--- src/pkg/fus_pkg.sv ---
// Functional notes
// - countdown expiry moves to upgrade
// - countdown answers state 3, info, ignores data
// - exec nonzero in countdown reloads, state 3
// - exec zero in countdown reloads, enters upgrade
// - base node supplies both timer values
// - kill anywhere returns idle, state 0
// - safety countdown starts on upgrade entry
// - safety expiry rejects firmware, state 0
// - confirm in upgrade accepts firmware, state 0
// - upgrade answers state 4, info, ignores data
// - exec in upgrade answers 0, no change
// - only init leaves idle, to receiving
// - crc ok after full image enters complete
// - crc fail drops image, stays receiving
// - complete exec: zero upgrade, else countdown
// - state codes 0 to 4 reported
// - sixteen-bit second counters
package fus_pkg;
  // ==========================================
  // timing
  localparam int unsigned CLK_HZ       = 20000000;
  localparam int unsigned TICK_SECONDS = 1;
  localparam int unsigned TICK_CYCLES  = CLK_HZ * TICK_SECONDS;
  localparam int          TICK_W       = 25;
  localparam int          TIMER_W      = 16;
  localparam logic [15:0] TIMER_RESET  = 16'h0000;

  // ==========================================
  // state codes reported in state replies
  localparam logic [2:0] CODE_IDLE      = 3'h0;
  localparam logic [2:0] CODE_RECEIVING = 3'h1;
  localparam logic [2:0] CODE_COMPLETE  = 3'h2;
  localparam logic [2:0] CODE_COUNTDOWN = 3'h3;
  localparam logic [2:0] CODE_UPGRADE   = 3'h4;

  // ==========================================
  // packet kinds presented by the parser
  typedef enum logic [3:0] {
    PKT_INIT, PKT_EXEC, PKT_CONFIRM, PKT_STATE, PKT_KILL,
    PKT_INFO, PKT_MISS, PKT_CRC, PKT_DATA
  } fus_pkt_e;

  typedef enum logic [1:0] {
    RSP_STATE, RSP_INFO, RSP_CRC, RSP_MISS
  } fus_rsp_e;

  typedef enum logic [2:0] {
    ST_IDLE, ST_RECEIVING, ST_COMPLETE, ST_COUNTDOWN, ST_UPGRADE
  } fus_state_e;
endpackage : fus_pkg

--- src/design/fus_tick.sv ---
`timescale 1ns/10ps
`default_nettype none
module fus_tick (
  input  wire logic ref_clk,
  input  wire logic reset_n,
  input  wire logic syncClear,
  output logic      tick
);
  typedef struct packed {
    logic [fus_pkg::TICK_W-1:0] count;
    logic                       tick;
  } fus_tick_s;
  fus_tick_s r;
  fus_tick_s next_r;

  always_comb begin
    next_r      = r;
    next_r.tick = 1'b0;
    if (syncClear) begin
      next_r.count = '0;
    end else if (r.count == fus_pkg::TICK_W'(fus_pkg::TICK_CYCLES - 1)) begin
      next_r.count = '0;
      next_r.tick  = 1'b1;
    end else begin
      next_r.count = r.count + 1'b1;
    end
  end

  always_ff @(posedge ref_clk or negedge reset_n) begin
    if (!reset_n) begin
      r <= '0;
    end else begin
      r <= next_r;
    end
  end

  assign tick = r.tick;
endmodule : fus_tick
`default_nettype wire

--- src/design/fus_timer.sv ---
`timescale 1ns/10ps
`default_nettype none
// one seconds down-counter; load wins over the tick
module fus_timer (
  input  wire logic        ref_clk,
  input  wire logic        reset_n,
  input  wire logic        syncClear,
  input  wire logic        load,
  input  wire logic [15:0] loadValue,
  input  wire logic        run,
  input  wire logic        tick,
  output logic      [15:0] count,
  output logic             zero
);
  typedef struct packed {
    logic [15:0] count;
  } fus_timer_s;
  fus_timer_s r;
  fus_timer_s next_r;

  always_comb begin
    next_r = r;
    if (syncClear) begin
      next_r.count = fus_pkg::TIMER_RESET;
    end else if (load) begin
      next_r.count = loadValue;
    end else if (run && tick && r.count != 16'h0000) begin
      next_r.count = r.count - 16'h0001;
    end
  end

  always_ff @(posedge ref_clk or negedge reset_n) begin
    if (!reset_n) begin
      r <= '0;
    end else begin
      r <= next_r;
    end
  end

  assign count = r.count;
  assign zero  = (r.count == 16'h0000);
endmodule : fus_timer
`default_nettype wire

--- src/design/fus_core.sv ---
`timescale 1ns/10ps
`default_nettype none
module fus_core (
  input  wire logic             ref_clk,
  input  wire logic             reset_n,
  input  wire logic             syncReset,
  input  wire logic             pktValid,
  input  wire fus_pkg::fus_pkt_e pktKind,
  input  wire logic [15:0]      execRestart,
  input  wire logic [15:0]      execSafety,
  input  wire logic             imageComplete,
  input  wire logic             crcOk,
  output logic                  rspValid,
  output fus_pkg::fus_rsp_e     rspKind,
  output logic [2:0]            rspStateCode,
  output logic                  rspCrcOk,
  output logic                  imageDrop,
  output logic                  dataAccept,
  output logic                  fwAccept,
  output logic                  fwReject,
  output logic                  runNewFw,
  output logic [2:0]            stateCode,
  output logic [15:0]           restartLeft,
  output logic [15:0]           safetyLeft
);
  // ==========================================
  // state
  typedef struct packed {
    fus_pkg::fus_state_e state;
    logic                rspValid;
    fus_pkg::fus_rsp_e   rspKind;
    logic [2:0]          rspStateCode;
    logic                rspCrcOk;
    logic                imageDrop;
    logic                dataAccept;
    logic                fwAccept;
    logic                fwReject;
    logic                restartLoad;
    logic                safetyLoad;
    logic [15:0]         restartVal;
    logic [15:0]         safetyVal;
    logic [15:0]         safetyHold;
    logic [2:0]          stateCode;
    logic                runNewFw;
    logic [15:0]         restartLeft;
    logic [15:0]         safetyLeft;
  } fus_core_s;
  fus_core_s r;
  fus_core_s next_r;

  logic        tick;
  logic [15:0] restartCount;
  logic [15:0] safetyCount;
  logic        restartZero;
  logic        safetyZero;
  logic [15:0] safetyLoadValue;

  // ==========================================
  // one-second enable and the two countdowns
  fus_tick u_tick (
    .ref_clk   (ref_clk),
    .reset_n   (reset_n),
    .syncClear (syncReset),
    .tick      (tick)
  );

  fus_timer u_restart (
    .ref_clk   (ref_clk),
    .reset_n   (reset_n),
    .syncClear (syncReset),
    .load      (r.restartLoad),
    .loadValue (r.restartVal),
    .run       (r.state == fus_pkg::ST_COUNTDOWN),
    .tick      (tick),
    .count     (restartCount),
    .zero      (restartZero)
  );

  // safety value is parked and only loaded into the counter on upgrade entry
  fus_timer u_safety (
    .ref_clk   (ref_clk),
    .reset_n   (reset_n),
    .syncClear (syncReset),
    .load      (r.safetyLoad),
    .loadValue (safetyLoadValue),
    .run       (r.state == fus_pkg::ST_UPGRADE),
    .tick      (tick),
    .count     (safetyCount),
    .zero      (safetyZero)
  );

  // a zero restart loads the counter in the very cycle the value would be parked
  assign safetyLoadValue = r.restartLoad ? r.safetyVal : r.safetyHold;

  // ==========================================
  // next state
  function automatic logic [2:0] codeOf(input fus_pkg::fus_state_e s);
    case (s)
      fus_pkg::ST_RECEIVING: codeOf = fus_pkg::CODE_RECEIVING;
      fus_pkg::ST_COMPLETE:  codeOf = fus_pkg::CODE_COMPLETE;
      fus_pkg::ST_COUNTDOWN: codeOf = fus_pkg::CODE_COUNTDOWN;
      fus_pkg::ST_UPGRADE:   codeOf = fus_pkg::CODE_UPGRADE;
      default:               codeOf = fus_pkg::CODE_IDLE;
    endcase
  endfunction : codeOf

  always_comb begin
    next_r              = r;
    next_r.rspValid     = 1'b0;
    next_r.rspCrcOk     = 1'b0;
    next_r.imageDrop    = 1'b0;
    next_r.dataAccept   = 1'b0;
    next_r.fwAccept     = 1'b0;
    next_r.fwReject     = 1'b0;
    next_r.restartLoad  = 1'b0;
    next_r.safetyLoad   = 1'b0;
    next_r.rspKind      = fus_pkg::RSP_STATE;
    next_r.rspStateCode = codeOf(r.state);

    // a load issued last cycle has not yet reached the counter, so hold off
    if (r.state == fus_pkg::ST_COUNTDOWN && !pktValid && !r.restartLoad
        && restartZero) begin
      next_r.state      = fus_pkg::ST_UPGRADE;
      next_r.safetyLoad = 1'b1;
    end else if (r.state == fus_pkg::ST_UPGRADE && !pktValid && !r.safetyLoad
                 && safetyZero) begin
      next_r.state        = fus_pkg::ST_IDLE;
      next_r.rspValid     = 1'b1;
      next_r.rspStateCode = fus_pkg::CODE_IDLE;
      next_r.fwReject     = 1'b1;
    end else if (pktValid) begin
      next_r.rspValid = 1'b1;
      if (pktKind == fus_pkg::PKT_KILL) begin
        next_r.state        = fus_pkg::ST_IDLE;
        next_r.rspStateCode = fus_pkg::CODE_IDLE;
        next_r.fwReject     = (r.state == fus_pkg::ST_UPGRADE);
      end else if (pktKind == fus_pkg::PKT_INFO) begin
        next_r.rspKind = fus_pkg::RSP_INFO;
      end else if (pktKind == fus_pkg::PKT_DATA) begin
        next_r.rspValid   = 1'b0;
        next_r.dataAccept = (r.state == fus_pkg::ST_RECEIVING);
      end else begin
        case (r.state)
          fus_pkg::ST_IDLE: begin
            if (pktKind == fus_pkg::PKT_INIT) begin
              next_r.state        = fus_pkg::ST_RECEIVING;
              next_r.rspStateCode = fus_pkg::CODE_RECEIVING;
            end
          end
          fus_pkg::ST_RECEIVING: begin
            if (pktKind == fus_pkg::PKT_MISS) begin
              next_r.rspKind = fus_pkg::RSP_MISS;
            end else if (pktKind == fus_pkg::PKT_CRC && imageComplete) begin
              next_r.rspKind  = fus_pkg::RSP_CRC;
              next_r.rspCrcOk = crcOk;
              if (crcOk) begin
                next_r.state = fus_pkg::ST_COMPLETE;
              end else begin
                next_r.imageDrop = 1'b1;
              end
            end
          end
          fus_pkg::ST_COMPLETE: begin
            if (pktKind == fus_pkg::PKT_EXEC) begin
              next_r.restartLoad = 1'b1;
              next_r.restartVal  = execRestart;
              next_r.safetyVal   = execSafety;
              if (execRestart == 16'h0000) begin
                next_r.state        = fus_pkg::ST_UPGRADE;
                next_r.safetyLoad   = 1'b1;
                next_r.rspStateCode = fus_pkg::CODE_UPGRADE;
              end else begin
                next_r.state        = fus_pkg::ST_COUNTDOWN;
                next_r.rspStateCode = fus_pkg::CODE_COUNTDOWN;
              end
            end
          end
          fus_pkg::ST_COUNTDOWN: begin
            if (pktKind == fus_pkg::PKT_EXEC) begin
              next_r.restartLoad = 1'b1;
              next_r.restartVal  = execRestart;
              next_r.safetyVal   = execSafety;
              if (execRestart == 16'h0000) begin
                next_r.state        = fus_pkg::ST_UPGRADE;
                next_r.safetyLoad   = 1'b1;
                next_r.rspStateCode = fus_pkg::CODE_UPGRADE;
              end else begin
                next_r.rspStateCode = fus_pkg::CODE_COUNTDOWN;
              end
            end else begin
              next_r.rspStateCode = fus_pkg::CODE_COUNTDOWN;
            end
          end
          fus_pkg::ST_UPGRADE: begin
            if (pktKind == fus_pkg::PKT_EXEC) begin
              next_r.rspStateCode = fus_pkg::CODE_IDLE;
            end else if (pktKind == fus_pkg::PKT_CONFIRM) begin
              next_r.state        = fus_pkg::ST_IDLE;
              next_r.rspStateCode = fus_pkg::CODE_IDLE;
              next_r.fwAccept     = 1'b1;
            end else begin
              next_r.rspStateCode = fus_pkg::CODE_UPGRADE;
            end
          end
          default: begin
            next_r.state = fus_pkg::ST_IDLE;
          end
        endcase
      end
    end

    if (r.restartLoad) begin
      next_r.safetyHold = r.safetyVal;
    end
    // counters are shown one cycle late; sync reset clears the copies at once
    next_r.restartLeft = restartCount;
    next_r.safetyLeft  = safetyCount;

    if (syncReset) begin
      next_r       = '0;
      next_r.state = fus_pkg::ST_IDLE;
    end
    next_r.stateCode = codeOf(next_r.state);
    next_r.runNewFw  = (next_r.state == fus_pkg::ST_UPGRADE);
  end

  // ==========================================
  // registers and outputs
  always_ff @(posedge ref_clk or negedge reset_n) begin
    if (!reset_n) begin
      r <= '0;
    end else begin
      r <= next_r;
    end
  end

  assign rspValid     = r.rspValid;
  assign rspKind      = r.rspKind;
  assign rspStateCode = r.rspStateCode;
  assign rspCrcOk     = r.rspCrcOk;
  assign imageDrop    = r.imageDrop;
  assign dataAccept   = r.dataAccept;
  assign fwAccept     = r.fwAccept;
  assign fwReject     = r.fwReject;
  assign runNewFw     = r.runNewFw;
  assign stateCode    = r.stateCode;
  assign restartLeft  = r.restartLeft;
  assign safetyLeft   = r.safetyLeft;
endmodule : fus_core
`default_nettype wire

--- config.mk ---
export PLATFORM = sky130hd
export DESIGN_NAME = fus_core
export DESIGN_NICKNAME = d
export VERILOG_FILES = /design/src/pkg/fus_pkg.sv /design/src/design/fus_tick.sv /design/src/design/fus_timer.sv /design/src/design/fus_core.sv
export SDC_FILE = /design/constraint.sdc
export NUM_CORES = 1
export LEC_CHECK = 0
export BUFFER_PORTS_ARGS = -buffer_cell sky130_fd_sc_hd__buf_2
export CORE_ASPECT_RATIO = 0.75
export CORE_MARGIN = 5
export CORE_UTILIZATION = 30
export CTS_CLUSTER_DIAMETER = 150
export DETAILED_ROUTE_END_ITERATION = 8
export SYNTH_ARGS = -nofsm -noshare
export SYNTH_HDL_FRONTEND = slang
export SYNTH_SLANG_ARGS = --single-unit
export TNS_END_PERCENT = 30
--- constraint.sdc ---
create_clock -name ref_clk -period 2.9 [get_ports ref_clk]
set_input_delay 0.145 -clock ref_clk [delete_from_list [all_inputs] [get_ports ref_clk]]
set_output_delay 0.145 -clock ref_clk [all_outputs]
set_load 0.005 [all_outputs]
==> flow_summary_export.csv <==
group,metric,value,unit
min_path,min_path_type,"input pin to flip-flop",
timing,finalCritPeriodShare,0.8530,
cells_and_area,drive_gt1_frac,0.1736,
critical_path,crit_family,"simple AND/OR/NAND/NOR gates",
critical_path,end_kind,"flip-flop",
critical_path,r2r_cells,5,
route,antenna_left,0,
critical_path,cpPeakStageDelay,0.56,ns
route,wl,18820,microns
min_path,whs_path_depth,3,
timing,worst_slack,0.4262,ns
global_routing,grt_pass1_vias,5837,
cells_and_area,diodes,0,
synth,avgSynthCellArea,9.635,sq um
timing,post-route-min-period,2.474,ns
timing,fmax,0.4042,GHz
die,core,24900,sq um
timing,rsz0062_at_grt,"no",
route,wire_per_inst,15.66,microns
global_routing,grt_max_degree,64,
synth,syn_area,7553,sq um
timing,maxSlewViolCount,0,
placed_design,place_congestion,0.8612,
critical_path,path_cells,"nor4_1 -> and3_1 -> nand4_1 -> or4_1 -> a311oi_1",
synth,yosys_warnings,0,
critical_path,crit_arrival,2.80,ns
global_routing,antenna_found_initial,0,
cells_and_area,area_growth,19.02,%
clock_tree,clockBufferDepth,2,
power_and_ir_drop,power_density,529.9,nW/um^2
job,cap_viol_max_count,0,
clock_tree,clk_pin_slew,0.07,ns
synth,syn_inst,784,
cells_and_area,nets,897,
synth,postSynthRegisterBits,158,
die,row_count,50,
critical_path,worst-setup-path-type,"flip-flop to flip-flop",
outcome,status,"finished, final reports clean",
route,dr.pass1.iters,4,
route,via_per_inst,4.747,
placed_design,io_buffers,88,
die,initial_core_util,0.3034,
power_and_ir_drop,power.switching,1.098,mW
synth,ys.flop_type,"dfrtp_1",
clock_tree,clock-sinks,158,
route,first_iter_violations,446,
placed_design,place_area,8066,sq um
timing,hold_ws,0.01585,ns
route,vias,5706,
clock_tree,cts_tree,"done",
clock_tree,worstSkewPairLatency,0.43,ns
timing,finalHoldViolations,0,
critical_path,cpMaxStageDelayCell,"nor4_1",
power_and_ir_drop,p_leak,4.011,nW
timing,maxSlewHeadroom,0.5399,
placed_design,place.detailed.hpwl,12880,microns
synth,synth.distinct_cells,59,
timing,worst_pin_slew,0.6902,ns
critical_path,crit_path_start_kind,"flip-flop",
power_and_ir_drop,ir_drop,0.4048,mV
critical_path,worst-path-stages,5,
clock_tree,root_buffer,"clkbuf_16",
synth,synth-edff-count,0,
timing,clock-skew-final,0.01236,ns
cells_and_area,fin_util,0.3611,
synth,synth_fp_nets,829,
synth,ys_seq_area_frac,0.5234,
power_and_ir_drop,internal_power,3.666,mW
die,fp.dieH,147.4,microns
power_and_ir_drop,pwr-share-seq,0.467,
critical_path,crit_fanout,7,
clock_tree,cts_made_buffers,17,
timing,setup_viol,0,
die,io_pins,89,
clock_tree,h-tree-depth,4,
synth,synth-async-reset-ratio,1.000,
critical_path,critPathBufInv,0,
power_and_ir_drop,comb_power_share,0.051,
global_routing,grt_pass1_wl,31490,microns
power_and_ir_drop,p_sw_frac,0.2305,
route,drc,0,
power_and_ir_drop,clockPowerShare,0.482,
global_routing,grt_usage,0.1353,
timing,final.setup.tns,0,ns
critical_path,critPathRequiredTime,3.23,ns
cells_and_area,design_area,8990,sq um
die,dieArea,28490,sq um
global_routing,grt_overflow,0,
die,fp.dieW,193.2,microns
placed_design,post-place-ws,0.4314,ns
==> final cells by class <==
class | instances | area [sq um]
sequential | 158 | 3954
fill | 2572 | 15910
clock inverter | 12 | 160.2
tap | 338 | 422.9
multi-input combinational | 519 | 3040
timing repair buffer | 136 | 904.6
inverter | 20 | 75.07
clock buffer | 19 | 432.9
==> power groups by stage <==
stage                     Combinational (mW)  Sequential [mW]  Clock (mW)
after floorplan                       0.0959             2.26           0
after global placement                 0.213             2.27           0
after detailed placement               0.213             2.27           0
after CTS                              0.248             2.22        2.35
after global routing                   0.276             2.22        2.43
final                                  0.243             2.22        2.30
==> cells in the final DEF, fill, tap and decap left out, types with 7 or more instances in the layout <==
cell / synthesis / layout
nand2_1: 98 / 98
mux2i_1: 17 / 17
nand3_1: 21 / 21
and3_1: 7 / 7
nand4_1: 14 / 14
nor2_1: 89 / 89
or4_1: 8 / 8
buf_4: 40 / 15
dlygate4sd3_1: 0 / 33
dfrtp_1: 158 / 158
xnor2_1: 23 / 23
xor2_1: 14 / 14
inv_1: 19 / 19
clkbuf_16: 0 / 17
a211oi_1: 12 / 12
o21ai_0: 8 / 8
a31oi_1: 7 / 7
nor2b_1: 29 / 29
buf_2: 6 / 86
nor3_1: 20 / 20
nor4_1: 19 / 19
a21oi_1: 48 / 48
==> logic make-up after synthesis <==
group	Yosys count	share of synthesized area
compound gates	110	0.09591
flops	158	0.5234
fa+ha+maj	3	0.004970
buf+inv	107	0.07404
simple gates	351	0.2347
mux	18	0.02402
xor+xnor	37	0.04290
==> flip-flops by register name (all words and copies together), names as in the netlist, 2 cells and up <==
signal and flops:
u_tick.r 25, safetyLeft 16, rspKind 2, u_restart.count 16, rspStateCode 3, u_safety.count 16, restartLeft 16, r 53
stateCode 3
==> synth_stat cells, types with 6 or more instances <==
master | number | area [sq um]
xnor2_1 | 23 | 201.4
nor2_1 | 89 | 334.1
or4_1 | 8 | 60.06
and3_1 | 7 | 43.79
nand3_1 | 21 | 105.1
nor3_1 | 20 | 100.1
dfrtp_1 | 158 | 3954
xor2_1 | 14 | 122.6
a211oi_1 | 12 | 90.09
mux2i_1 | 17 | 170.2
inv_1 | 19 | 71.32
nor2b_1 | 29 | 181.4
nor4_1 | 19 | 118.9
a31oi_1 | 7 | 43.79
nand4_1 | 14 | 87.58
o21ai_0 | 8 | 40.04
or2_2 | 6 | 37.54
buf_4 | 40 | 300.3
buf_2 | 6 | 30.03
clkbuf_1 | 37 | 138.9
nand2_1 | 98 | 367.9
a21oi_1 | 48 | 240.2
==> path summary, 6_finish.rpt <==
check                           slack (ns)                           start                              end
worst min-delay path                  0.02                  execRestart[3]                r[71]$_DFFE_PN0P_
worst min register to register        0.45           u_tick.r[1]$_DFF_PN0_            u_tick.r[1]$_DFF_PN0_
min in group asynchronous             0.21                         reset_n    u_safety.count[5]$_DFFE_PN0P_
worst max-delay path                  0.43  u_restart.count[2]$_DFFE_PN0P_  u_restart.count[13]$_DFFE_PN0P_
max in group asynchronous             1.85                         reset_n                r[81]$_DFFE_PN0P_
worst max register to register        0.43  u_restart.count[2]$_DFFE_PN0P_  u_restart.count[13]$_DFFE_PN0P_
==> worst register-to-register path: cells and delay by family, from the launching register on <==
kind | cells | cell delay [ns]
AOI/OAI and AO/OA | 1 | 0.26
DFF | 1 | 0.43
and+or+nand+nor | 4 | 1.69
==> per-layer routing <==
| metal | vias up | routed length [microns] | global-route usage |
|---|---|---|---|
| met3 | 12 | 754 | 0.03099 |
| li1 | 2809 | - | - |
| met4 | 0 | 142 | 0.03503 |
| met5 | - | 0 | 0 |
| met2 | 110 | 8149 | 0.1992 |
| met1 | 2775 | 9773 | 0.2012 |
==> metrics by stage <==
step           std cells  total power, mW
5_1_grt             1202            4.934
3_5_place_dp        1138            2.479
2_1_floorplan        784            2.359
3_3_place_gp        1138            2.478
4_1_cts             1202            4.819
6_report            1202            4.764
==> repair_timing <==
action / CTS / global route
gates resized for setup: 0 / 0
hold buffers: 33 / 0
setup buffers: 0 / 0
endpoints found under the hold margin: 75 / 0
(Power assumes the default switching activity.)
